$ cat config.mk
export PLATFORM = sky130hd
export DESIGN_NAME = dpps_sequencer
export DESIGN_NICKNAME = d
export VERILOG_FILES = /design/src/hw/dpps_pkg.sv /design/src/hw/dpps_sequencer.sv
export SDC_FILE = /design/constraint.sdc
export NUM_CORES = 1
export LEC_CHECK = 0
export ABC_CLOCK_PERIOD_IN_PS = 4400
export BUFFER_PORTS_ARGS = -buffer_cell sky130_fd_sc_hd__buf_2
export CAP_MARGIN = 10
export CORE_ASPECT_RATIO = 0.8
export CORE_MARGIN = 4
export CORE_UTILIZATION = 50
export CTS_BUF_LIST = sky130_fd_sc_hd__clkbuf_8
export CTS_CLUSTER_DIAMETER = 120
export DETAILED_ROUTE_END_ITERATION = 10
export PLACE_DENSITY = 0.68
export SLEW_MARGIN = 20
export SYNTH_ARGS = -nofsm -noshare
export SYNTH_HDL_FRONTEND = slang
export SYNTH_SLANG_ARGS = --single-unit
$ cat constraint.sdc
create_clock -name mclk -period 4.4 [get_ports mclk]
set_clock_uncertainty 0.15 [all_clocks]
set_input_delay 0.44 -clock mclk [delete_from_list [all_inputs] [get_ports mclk]]
set_output_delay 0.44 -clock mclk [all_outputs]
set_load 0.02 [all_outputs]
$ cat src/hw/dpps_pkg.sv
// Purpose: shared constants and types for the display power/park sequencer
// Assumes: core clock mclk at 250 MHz
// Notes: times kept in their own unit, cycle counts derived from the clock rate
package dpps_pkg;
  localparam int CLK_MHZ = 250;
  localparam int CNT_W = 32;
  // automatic initialization, typical boot
  localparam int BOOT_TIME_US = 100000;
  localparam int BOOT_CYCLES = BOOT_TIME_US * CLK_MHZ;
  // normal park must finish within this time (longest time, rounds down)
  localparam int NPARK_TIME_US = 20000;
  localparam int NPARK_CYCLES = NPARK_TIME_US * CLK_MHZ;
  // fast park hold-up window
  localparam int FPARK_TIME_US = 32;
  localparam int FPARK_CYCLES = FPARK_TIME_US * CLK_MHZ;
  // mirror reset voltage regulation stop after normal park (high resolution)
  localparam int REG_STOP_TIME_US = 12000;
  localparam int REG_STOP_CYCLES = REG_STOP_TIME_US * CLK_MHZ;
  // companion FPGA setup phase
  localparam int FPGA_SETUP_TIME_NS = 2750000;
  localparam int FPGA_SETUP_CYCLES = FPGA_SETUP_TIME_NS / 1000 * CLK_MHZ;

  typedef enum logic [2:0] {
    ST_OFF, ST_BOOT, ST_FPGA_WAIT, ST_FPGA_SETUP, ST_RUN, ST_NPARK, ST_FPARK, ST_PARKED
  } dpps_state_type;

  typedef struct packed {
    logic coreGood;
    logic rstIn;
    logic parkN;
    logic projEn;
    logic hiRes;
    logic fpgaRdy;
  } dpps_pins_type;

  typedef struct packed {
    logic hostIrqOut;
    logic hostIrqOe;
    logic flashOe;
    logic gpioOe;
    logic [1:0] ledSelect;
    logic mirrorArrayResetOut;
    logic parkActive;
    logic regulationOn;
    logic fpgaSetupActive;
    logic i2cAccept;
    logic initDone;
  } dpps_outs_type;

  localparam dpps_pins_type PINS_RST = '0;
  localparam dpps_outs_type OUTS_RST = '0;
  localparam logic [1:0] RST_SYNC_RST = 2'h0;
endpackage

$ cat src/hw/dpps_sequencer.sv
// Purpose: reset, init, FPGA setup and park sequencing of the display controller
// Assumes: all pin inputs asynchronous to mclk; ledSelectReq comes from mclk logic
// Notes: long counts are parameters so simulation can shorten them
`timescale 1ns/100ps
`default_nettype none

// Operation
// - on core power loss, host-supply outputs go high impedance.
// - rising edge of reset input starts automatic initialization.
// - host interrupt driven low when initialization finishes.
// - boot from reset release to done takes about 100 ms.
// - high resolution: write FPGA startup values 2.75 ms, then accept I2C.
// - projector enable falling starts normal park, done within 20 ms; code ignores a fall during boot or in the cycle fpgaReady is seen.
// - after park, reset asserted; device releases host interrupt line.
// - high resolution: regulation stops 12 ms after normal park completes.
// - fast-park request low starts fast park immediately.
// - host interrupt driven high right after reset release.
// - in reset: flash and GPIO tri-stated, LED select and mirror reset low.
module dpps_sequencer
  import dpps_pkg::*;
#(
  parameter int unsigned BOOT_LEN = BOOT_CYCLES,
  parameter int unsigned NPARK_LEN = NPARK_CYCLES,
  parameter int unsigned FPARK_LEN = FPARK_CYCLES,
  parameter int unsigned REG_STOP_LEN = REG_STOP_CYCLES,
  parameter int unsigned FPGA_SETUP_LEN = FPGA_SETUP_CYCLES
)
(
  input wire logic mclk,
  input wire logic resetn,
  input wire logic activeLowResetIn,
  input wire logic fastParkRequestN,
  input wire logic projectorEnable,
  input wire logic coreSupplyGood,
  input wire logic highResolutionMode,
  input wire logic fpgaReady,
  input wire logic [1:0] ledSelectReq,
  output logic hostIrqOut,
  output logic hostIrqOe,
  output logic flashOe,
  output logic gpioOe,
  output logic [1:0] ledSelectBits,
  output logic mirrorArrayResetOut,
  output logic parkActive,
  output logic regulationOn,
  output logic fpgaSetupActive,
  output logic i2cAccept,
  output logic initDone
);
  if (BOOT_LEN < 1 || NPARK_LEN < 1 || FPARK_LEN < 1 || REG_STOP_LEN < 1 ||
      FPGA_SETUP_LEN < 1)
  begin : g_chk
    $error("dpps_sequencer: every cycle count must be at least one");
  end
  typedef struct packed {
    dpps_pins_type pinMeta;
    dpps_pins_type pinSync;
    dpps_pins_type pinPrev;
    dpps_state_type state;
    logic [CNT_W-1:0] cnt;
    logic hiRes;
    logic regRun;
    dpps_outs_type o;
  } dpps_regs_type;
  logic [1:0] rstSync_r;
  logic rstN;
  dpps_regs_type st_r;
  dpps_regs_type st_nxt;
  dpps_pins_type pinsIn;
  logic rstRise;
  logic projFall;
  logic active;

  // reset release through two flops
  always_ff @(posedge mclk or negedge resetn)
  begin
    if (!resetn)
    begin
      rstSync_r <= RST_SYNC_RST;
    end
    else
    begin
      rstSync_r <= {rstSync_r[0], 1'b1};
    end
  end
  assign rstN = rstSync_r[1];

  assign pinsIn = '{coreGood: coreSupplyGood, rstIn: activeLowResetIn,
                    parkN: fastParkRequestN, projEn: projectorEnable,
                    hiRes: highResolutionMode, fpgaRdy: fpgaReady};

  always_comb
  begin
    st_nxt = st_r;
    st_nxt.pinMeta = pinsIn;
    st_nxt.pinSync = st_r.pinMeta;
    st_nxt.pinPrev = st_r.pinSync;
    st_nxt.cnt = st_r.cnt + CNT_W'(1);
    rstRise = st_r.pinSync.rstIn && !st_r.pinPrev.rstIn;
    projFall = !st_r.pinSync.projEn && st_r.pinPrev.projEn;
    active = (st_r.state == ST_BOOT) || (st_r.state == ST_FPGA_WAIT) ||
             (st_r.state == ST_FPGA_SETUP) || (st_r.state == ST_RUN) ||
             (st_r.state == ST_NPARK);
    if (!st_r.pinSync.rstIn)
    begin
      st_nxt.state = ST_OFF;
      st_nxt.cnt = '0;
      st_nxt.regRun = 1'b0;
    end
    else if (!st_r.pinSync.parkN && active)
    begin
      st_nxt.state = ST_FPARK;
      st_nxt.cnt = '0;
    end
    else
    begin
      case (st_r.state)
        ST_OFF:
        begin
          st_nxt.cnt = '0;
          if (rstRise)
          begin
            st_nxt.state = ST_BOOT;
            st_nxt.hiRes = st_r.pinSync.hiRes;
          end
        end
        ST_BOOT:
        begin
          if (st_r.cnt == CNT_W'(BOOT_LEN - 1))
          begin
            st_nxt.state = st_r.hiRes ? ST_FPGA_WAIT : ST_RUN;
            st_nxt.cnt = '0;
          end
        end
        ST_FPGA_WAIT:
        begin
          st_nxt.cnt = '0;
          if (st_r.pinSync.fpgaRdy)
          begin
            st_nxt.state = ST_FPGA_SETUP;
          end
          else if (projFall)
          begin
            st_nxt.state = ST_NPARK;
          end
        end
        ST_FPGA_SETUP:
        begin
          if (projFall)
          begin
            st_nxt.state = ST_NPARK;
            st_nxt.cnt = '0;
          end
          else if (st_r.cnt == CNT_W'(FPGA_SETUP_LEN - 1))
          begin
            st_nxt.state = ST_RUN;
            st_nxt.cnt = '0;
          end
        end
        ST_RUN:
        begin
          st_nxt.cnt = '0;
          if (projFall)
          begin
            st_nxt.state = ST_NPARK;
          end
        end
        ST_NPARK:
        begin
          if (st_r.cnt == CNT_W'(NPARK_LEN - 1))
          begin
            st_nxt.state = ST_PARKED;
            st_nxt.cnt = '0;
            st_nxt.regRun = st_r.hiRes;
          end
        end
        ST_FPARK:
        begin
          if (st_r.cnt == CNT_W'(FPARK_LEN - 1))
          begin
            st_nxt.state = ST_PARKED;
            st_nxt.cnt = '0;
            st_nxt.regRun = 1'b0;
          end
        end
        default:
        begin
          if (!st_r.regRun)
          begin
            st_nxt.cnt = st_r.cnt;
          end
          else if (st_r.cnt == CNT_W'(REG_STOP_LEN - 1))
          begin
            st_nxt.regRun = 1'b0;
          end
        end
      endcase
    end
    // outputs follow the next state so they line up with st_r.state
    st_nxt.o = OUTS_RST;
    if (st_nxt.state != ST_OFF)
    begin
      st_nxt.o.flashOe = 1'b1;
      st_nxt.o.gpioOe = 1'b1;
      st_nxt.o.ledSelect = ledSelectReq;
      st_nxt.o.hostIrqOe = st_r.pinSync.coreGood;
      st_nxt.o.hostIrqOut = (st_nxt.state == ST_BOOT);
      st_nxt.o.initDone = (st_nxt.state != ST_BOOT);
      st_nxt.o.mirrorArrayResetOut = (st_nxt.state != ST_PARKED);
      st_nxt.o.parkActive = (st_nxt.state == ST_NPARK) || (st_nxt.state == ST_FPARK);
      st_nxt.o.regulationOn = (st_nxt.state != ST_PARKED) || st_nxt.regRun;
      st_nxt.o.fpgaSetupActive = (st_nxt.state == ST_FPGA_SETUP);
      st_nxt.o.i2cAccept = (st_nxt.state == ST_RUN);
    end
  end

  always_ff @(posedge mclk or negedge rstN)
  begin
    if (!rstN)
    begin
      st_r <= '{pinMeta: PINS_RST, pinSync: PINS_RST, pinPrev: PINS_RST, state: ST_OFF,
                cnt: '0, hiRes: 1'b0, regRun: 1'b0, o: OUTS_RST};
    end
    else
    begin
      st_r <= st_nxt;
    end
  end

  assign hostIrqOut = st_r.o.hostIrqOut;
  assign hostIrqOe = st_r.o.hostIrqOe;
  assign flashOe = st_r.o.flashOe;
  assign gpioOe = st_r.o.gpioOe;
  assign ledSelectBits = st_r.o.ledSelect;
  assign mirrorArrayResetOut = st_r.o.mirrorArrayResetOut;
  assign parkActive = st_r.o.parkActive;
  assign regulationOn = st_r.o.regulationOn;
  assign fpgaSetupActive = st_r.o.fpgaSetupActive;
  assign i2cAccept = st_r.o.i2cAccept;
  assign initDone = st_r.o.initDone;
endmodule

`default_nettype wire

==> key figures, run 1 <==
Placed design
  – Placed instance area: 0.003473 mm^2
  – Number of buffers added on ports: 21
  – HPWL after detailed placement: 5.423 mm
  – Gpl congestion: 0.9199

Worst setup path
  – Req. time, crit path: 4480 ps
  – Crit path DAT: 3220 ps
  – Critical Path Sink Type: flop
  – Crit path max fanout: 35
  – Crit Path Class: reg2reg
  – Startpoint Class: flop

Final layout
  – Final Net Count: 374
  – Most frequent cells in the layout: dfrtp_1 (63), nand2_1 (40), nor2_1 (27), buf_2 (21), nor3_1 (16)
  – Fraction of layout instances using a drive strength above 1: 13.32%
  – # diodes: 0
  – Cell area after layout: 0.003696 mm^2
  – Reg area: 0.001603 mm^2
  – Footprint of the multi-input gates: 0.001623 mm^2
  – Fillers: 577
  – Final core area utilization: 57.09%
  – Leading cell type in the layout, fill and taps excluded: dfrtp_1
  – Area grow syn2layout: 9.286%

Outcome
  – Outcome: completed

Logic synthesis
  – Synth Warn #: 0
  – Post-Syn Area: 0.003382 mm^2
  – Number of synthesized flops with an enable pin: 0
  – Syn Nets: 367
  – Yosys reg bits: 64
  – Sequential fraction of the synthesis area: 47.35%
  – Distinct cells, synth: 59
  – Avg Cell Area, Syn: 9.500 um^2
  – Ys async rst share: 100.0%
  – Top FF cell, synth: dfrtp_1
  – Cells after Synth: 356

Power
  – Flop pwr share: 46.8%
  – Switching power share of the total: 29.11%
  – Pwr dens: 395.7 mW/mm^2
  – Internal power: 1.037 mW
  – Clk pwr share: 36.9%
  – P_leak: 1.464 nW
  – Overall power: 1.462 mW
  – Switching Power: 0.4257 mW
  – Max IR drop VDD: 0.2722 mV
  – Gate power share: 16.3%

Timing
  – Slew Limit Fails: 0
  – Tcrit/Tclk final: 71.51%
  – Slew @ Worst Pin: 815.9 ps
  – Final Setup Violations: 0
  – Minimum clock period after layout: 3147 ps
  – RSZ-0062 raised after global routing: false
  – Fmax: 317.8 MHz
  – Setup TNS Final: 0 ps
  – Final hold vios: 0
  – Slew margin rel.: 45.46%

Route
  – Post-route antenna net violation count: 0
  – Wire length per cell: 16.46 um
  – DRT iter0 DRCs: 276
  – Residual DRC: 0
  – Vias: 2667
  – Post-Route WL: 7.438 mm
  – Drt pass-1 iters: 4
  – Via density: 5.900

Clock network
  – Clock Sink Count: 64
  – CTS tree: built
  – Post-CTS setup buffer count: 0
  – H-tree levels: 3
  – Worst skew pair latency: 340 ps
  – Post-CTS sizing: 0
  – Reg clk slew, reported paths: 70 ps
  – Clock buffer count from CTS: 9
  – CTS Root Cell: clkbuf_8
  – Hold Buf Count CTS: 1
  – Max Buffers Root-to-Sink: 2

Job
  – Max cap viols: 0

Floorplan
  – Die Ht: 81.56 um
  – Core area: 0.006474 mm^2
  – Row count: 26
  – Top Ports: 22
  – Die Wd: 99.95 um
  – Starting Density: 52.24%
  – Die area: 0.008152 mm^2

Global routing
  – Number of global-route vias before repair: 2437
  – GRT Total Usage: 19.90%
  – Initial antenna violation count: 0
  – Total gr overflow: 0
  – Largest net degree at the start of global routing: 37
  – First-pass GRT wire length: 12.41 mm

Hold path
  – Hold Crit Class: in2reg
-- final cells by class --
type / count / share of cell area [%]
Multi-Input combinational cell: 257 / 43.91
Sequential cell: 64 / 43.37
Clock buffer: 9 / 3.351
Timing Repair Buffer: 23 / 3.318
Tap cell: 84 / 2.844
Clock inverter: 7 / 2.404
Inverter: 8 / 0.8125
-- synthesized netlist by cell type, drive strengths merged (9+ instances only) --
cell / count / share of area (%)
o21ai: 13 / 1.9
nor2: 27 / 3.0
nor2b: 9 / 1.7
clkbuf: 19 / 2.1
nor4: 10 / 2.9
nand3: 13 / 2.3
nor3: 16 / 2.4
xnor2: 12 / 3.1
nand2: 40 / 4.4
dfrtp: 64 / 47
or3: 9 / 1.7
a21oi: 13 / 1.9
-- cell families (layout without fill, tap and decap cells) --
logic type      Yosys count  after routing  synth area share [%]
simple gates            178            178                 30.60
flops                    64             64                 47.35
compound gates           58             58                 11.80
buf+inv                  35             47                 4.661
xor+xnor                 16             16                 4.143
mux                       3              3                0.9619
fa+ha+maj                 1              1                0.3699
other cells               1              1                0.1109
-- registers in the layout, summed over array words and instances, names as in the netlist, 2 cells and up --
register and flops:
rstSync_r 2, ledSelectBits 2, st_nxt 12, st_r 39
-- per-stage QoR --
| step | setup slack, ps | hold slack [ps] | instances |
|---|---|---|---|
| after floorplan | 1925 | -5.591 | 356 |
| after global placement | 1338 | 74.70 | 435 |
| after detailed placement | 1244 | 75.95 | 435 |
| after CTS | 1235 | 28.50 | 452 |
| after global routing | 1035 | 26.47 | 452 |
| final | 1253 | 49.15 | 452 |
-- power groups by stage --
| stage | Clock (mW) | Combinational, mW | Sequential [mW] |
|---|---|---|---|
| after CTS | 0.559 | 0.242 | 0.685 |
| after floorplan | 0 | 0.177 | 0.702 |
| after detailed placement | 0 | 0.241 | 0.696 |
| after global placement | 0 | 0.237 | 0.694 |
| after global routing | 0.580 | 0.265 | 0.695 |
| final | 0.539 | 0.238 | 0.685 |
-- worst max-delay path, stage by stage, from the launching register on --
cell and delay [ps]:
dfrtp_1 430, or4_4 590, nor4_4 320, and4b_1 260, a211oi_1 80, o21bai_4 690
o31ai_1 180, mux2_2 300
-- per-layer routing --
metal  global-route usage, %  vias to the layer above  part of all wire, %
met4                   7.367                        0                  1.8
met2                   27.70                       90                   42
met3                   5.433                       15                  7.3
met5                       0                        -                    0
li1                        -                     1294                    -
met1                   29.45                     1268                   49
-- path summary, 6_finish.rpt --
check | slack (ps) | start | endpoint | cells after the start
setup / recovery | 1250 | st_r[39]$_DFFE_PN0P_ | st_r[25]$_DFFE_PN0P_ | 7
hold / removal | 50 | highResolutionMode | st_nxt[56]$_DFF_PN0_ | 1
setup reg to reg | 1250 | st_r[39]$_DFFE_PN0P_ | st_r[25]$_DFFE_PN0P_ | 7
hold reg to reg | 120 | rstSync_r[1]$_DFF_PN0_ | st_nxt[53]$_DFF_PN0_ | 0
max in group asynchronous | 3120 | rstSync_r[1]$_DFF_PN0_ | st_r[29]$_DFFE_PN0P_ | 1
min in group asynchronous | 120 | rstSync_r[1]$_DFF_PN0_ | st_nxt[53]$_DFF_PN0_ | 0
(Power assumes the default switching activity.)
==> run 2, diff against run 1 <==
--- a/config.mk
+++ b/config.mk
@@ -5,7 +5,7 @@
 export SDC_FILE = /design/constraint.sdc
 export NUM_CORES = 1
 export LEC_CHECK = 0
-export ABC_CLOCK_PERIOD_IN_PS = 4400
+export ABC_CLOCK_PERIOD_IN_PS = 2700
 export BUFFER_PORTS_ARGS = -buffer_cell sky130_fd_sc_hd__buf_2
 export CAP_MARGIN = 10
 export CORE_ASPECT_RATIO = 0.8
@@ -14,7 +14,7 @@
 export CTS_BUF_LIST = sky130_fd_sc_hd__clkbuf_8
 export CTS_CLUSTER_DIAMETER = 120
 export DETAILED_ROUTE_END_ITERATION = 10
-export PLACE_DENSITY = 0.68
+export PLACE_DENSITY = 0.7
 export SLEW_MARGIN = 20
 export SYNTH_ARGS = -nofsm -noshare
 export SYNTH_HDL_FRONTEND = slang
==> constraint.sdc (replaced) <==
create_clock -name mclk -period 2.7 [get_ports mclk]
set_clock_uncertainty 0.15 [all_clocks]
set_input_delay 0.27 -clock mclk [delete_from_list [all_inputs] [get_ports mclk]]
set_output_delay 0.27 -clock mclk [all_outputs]
set_load 0.02 [all_outputs]
==> key figures, run 2 (synthesized netlist as in run 1, its figures left out) <==
Worst setup path
  – Req. time, crit path: 2780 ps (was 4480 ps)
  – Cell chain of the critical path: or4_4 > nor4_4 > and4b_1 > a211oi_2 > o21bai_4 > buf_4 > o31ai_1 > a21o_1 (was or4_4 > nor4_4 > and4b_1 > a211oi_1 > o21bai_4 > o31ai_1 > mux2_2)
  – Startpoint Class: flop (unchanged)
  – Largest delay share family, worst path: simple AND/OR/NAND/NOR gates (unchanged)
  – Crit Path Class: reg2reg (unchanged)
  – Critical Path Sink Type: flop (unchanged)
  – Crit path DAT: 2690 ps (was 3220 ps)
  – Worst path bufs/invs: 1 (was 0)
  – Crit path max fanout: 12 (was 35)
  – Slowest CP cell: or4_4 (was o21bai_4)
  – Worst stage delay on the critical path: 550 ps (was 690 ps)

Floorplan
  – Starting Density: 52.24% (unchanged)
  – Die area: 0.008152 mm^2 (unchanged)
  – Top Ports: 22 (unchanged)
  – Die Wd: 99.95 um (unchanged)
  – Core area: 0.006474 mm^2 (unchanged)
  – Row count: 26 (unchanged)
  – Die Ht: 81.56 um (unchanged)

Route
  – DRT iter0 DRCs: 204 (was 276)
  – Via density: 5.889 (was 5.900)
  – Residual DRC: 0 (unchanged)
  – Wire length per cell: 16.68 um (was 16.46 um)
  – Drt pass-1 iters: 5 (was 4)
  – Post-Route WL: 8.406 mm (was 7.438 mm)
  – Vias: 2968 (was 2667)
  – Post-route antenna net violation count: 0 (unchanged)

Timing
  – Final Setup Violations: 0 (unchanged)
  – Tcrit/Tclk final: 96.59% (was 71.51%)
  – Slew margin rel.: 61.69% (was 45.46%)
  – Final hold vios: 0 (unchanged)
  – Minimum clock period after layout: 2608 ps (was 3147 ps)
  – Fmax: 383.4 MHz (was 317.8 MHz)
  – Slew Limit Fails: 0 (unchanged)
  – RSZ-0062 raised after global routing: true (was false)
  – Slew @ Worst Pin: 569.8 ps (was 815.9 ps)

Clock network
  – Clock buffer count from CTS: 9 (unchanged)
  – H-tree levels: 3 (unchanged)
  – Max Buffers Root-to-Sink: 2 (unchanged)
  – CTS Root Cell: clkbuf_8 (unchanged)
  – Worst skew pair latency: 350 ps (was 340 ps)
  – Reg clk slew, reported paths: 80 ps (was 70 ps)
  – CTS tree: built (unchanged)
  – Clock Sink Count: 64 (unchanged)

Final layout
  – Max reg flops: 39 (unchanged)
  – Largest Register: st_r (unchanged)
  – Fillers: 522 (was 577)
  – Cell area after layout: 0.004188 mm^2 (was 0.003696 mm^2)
  – Most frequent cells in the layout: dfrtp_1 (62), buf_4 (45), nand2_1 (40), nor2_1 (26), buf_2 (21) (was dfrtp_1 (63), nand2_1 (40), nor2_1 (27), buf_2 (21), nor3_1 (16))
  – Leading cell type in the layout, fill and taps excluded: dfrtp_1 (unchanged)
  – Fraction of layout instances using a drive strength above 1: 25.71% (was 13.32%)
  – Area grow syn2layout: 23.83% (was 9.286%)
  – Reg area: 0.001604 mm^2 (was 0.001603 mm^2)
  – Final Net Count: 426 (was 374)
  – # diodes: 0 (unchanged)
  – Non-filler cells, final: 504 (was 452)
  – Footprint of the multi-input gates: 0.001689 mm^2 (was 0.001623 mm^2)

Global routing
  – First-pass GRT wire length: 13.47 mm (was 12.41 mm)
  – Number of global-route vias before repair: 2730 (was 2437)
  – Largest net degree at the start of global routing: 28 (was 37)
  – Total gr overflow: 0 (unchanged)
  – Initial antenna violation count: 0 (unchanged)
  – GRT Total Usage: 21.61% (was 19.90%)

Placed design
  – Number of buffers added on ports: 21 (unchanged)
  – Gpl congestion: 0.9754 (was 0.9199)
  – HPWL after detailed placement: 5.955 mm (was 5.423 mm)
  – Placed instance area: 0.003781 mm^2 (was 0.003473 mm^2)
  – Placed insts: 476 (was 435)

Power
  – Max IR drop VDD: 0.4273 mV (was 0.2722 mV)
  – Pwr dens: 606.0 mW/mm^2 (was 395.7 mW/mm^2)
  – P_leak: 1.737 nW (was 1.464 nW)

Job
  – Max cap viols: 0 (unchanged)

Hold path
  – Hold Crit Class: reg2async (was in2reg)

Outcome
  – Outcome: completed (unchanged)
[run 2: layer usage]
layer	track usage (%)	up-vias	wire length [um]
met4	7.913	0	156
met2	31.36	133	3696
met3	4.839	15	658
met1	31.72	1432	3895
met5	0	-	0
li1	-	1388	-
[run 2: area by class of cell]
class                   count  share of cell area [%]
clock buffers               9                   2.958
multi-input cells         257                   40.33
flip-flops and latches     64                   38.30
inverters                   8                  0.7171
well taps                  84                   2.510
repair buffers             75                   12.73
clock inverters             7                   2.450
[run 2: power by group]
| group | switching (mW) | internal, mW | leakage (nW) | total [mW] |
|---|---|---|---|---|
| clock network | 0.396 | 0.529 | 0.110 | 0.924 |
| registers | 0.0421 | 1.04 | 0.845 | 1.08 |
| logic | 0.322 | 0.212 | 0.781 | 0.534 |
| total | 0.760 | 1.78 | 1.74 | 2.54 |
[run 2: per-stage QoR]
step	hold slack, ps	setup TNS, ps	power, mW	utilization (%)	setup slack, ps
after floorplan	-175.6	0	1.433	-	225.3
after global placement	-95.02	0	1.565	58.41	25.55
after detailed placement	-92.74	0	1.573	58.41	26.02
after CTS	0.4434	0	2.505	63.18	30.39
after global routing	62.06	-101.5	2.665	64.69	-34.36
final	32.17	0	2.538	64.69	92.00
[run 2: worst paths after layout]
kind,depth (start not counted),startpoint,slack (ps),to
min in group mclk,0,st_nxt[60]$_DFF_PN0_,210,st_nxt[54]$_DFF_PN0_
max in group asynchronous,1,rstSync_r[1]$_DFF_PN0_,1690,st_r[34]$_DFFE_PN0P_
hold reg to reg,0,rstSync_r[1]$_DFF_PN0_,30,st_nxt[59]$_DFF_PN0_
setup / recovery,8,st_r[39]$_DFFE_PN0P_,90,st_r[36]$_DFFE_PN0P_
setup reg to reg,8,st_r[39]$_DFFE_PN0P_,90,st_r[36]$_DFFE_PN0P_
hold / removal,0,rstSync_r[1]$_DFF_PN0_,30,st_nxt[59]$_DFF_PN0_
[run 2: what timing repair did]
item                                   CTS  global route
pin swaps                                0             2
hold buffers                             8             1
endpoints found under the hold margin    9             1
setup endpoints to repair                5            39
buffers inserted                         0             3
resized for setup                        1            15
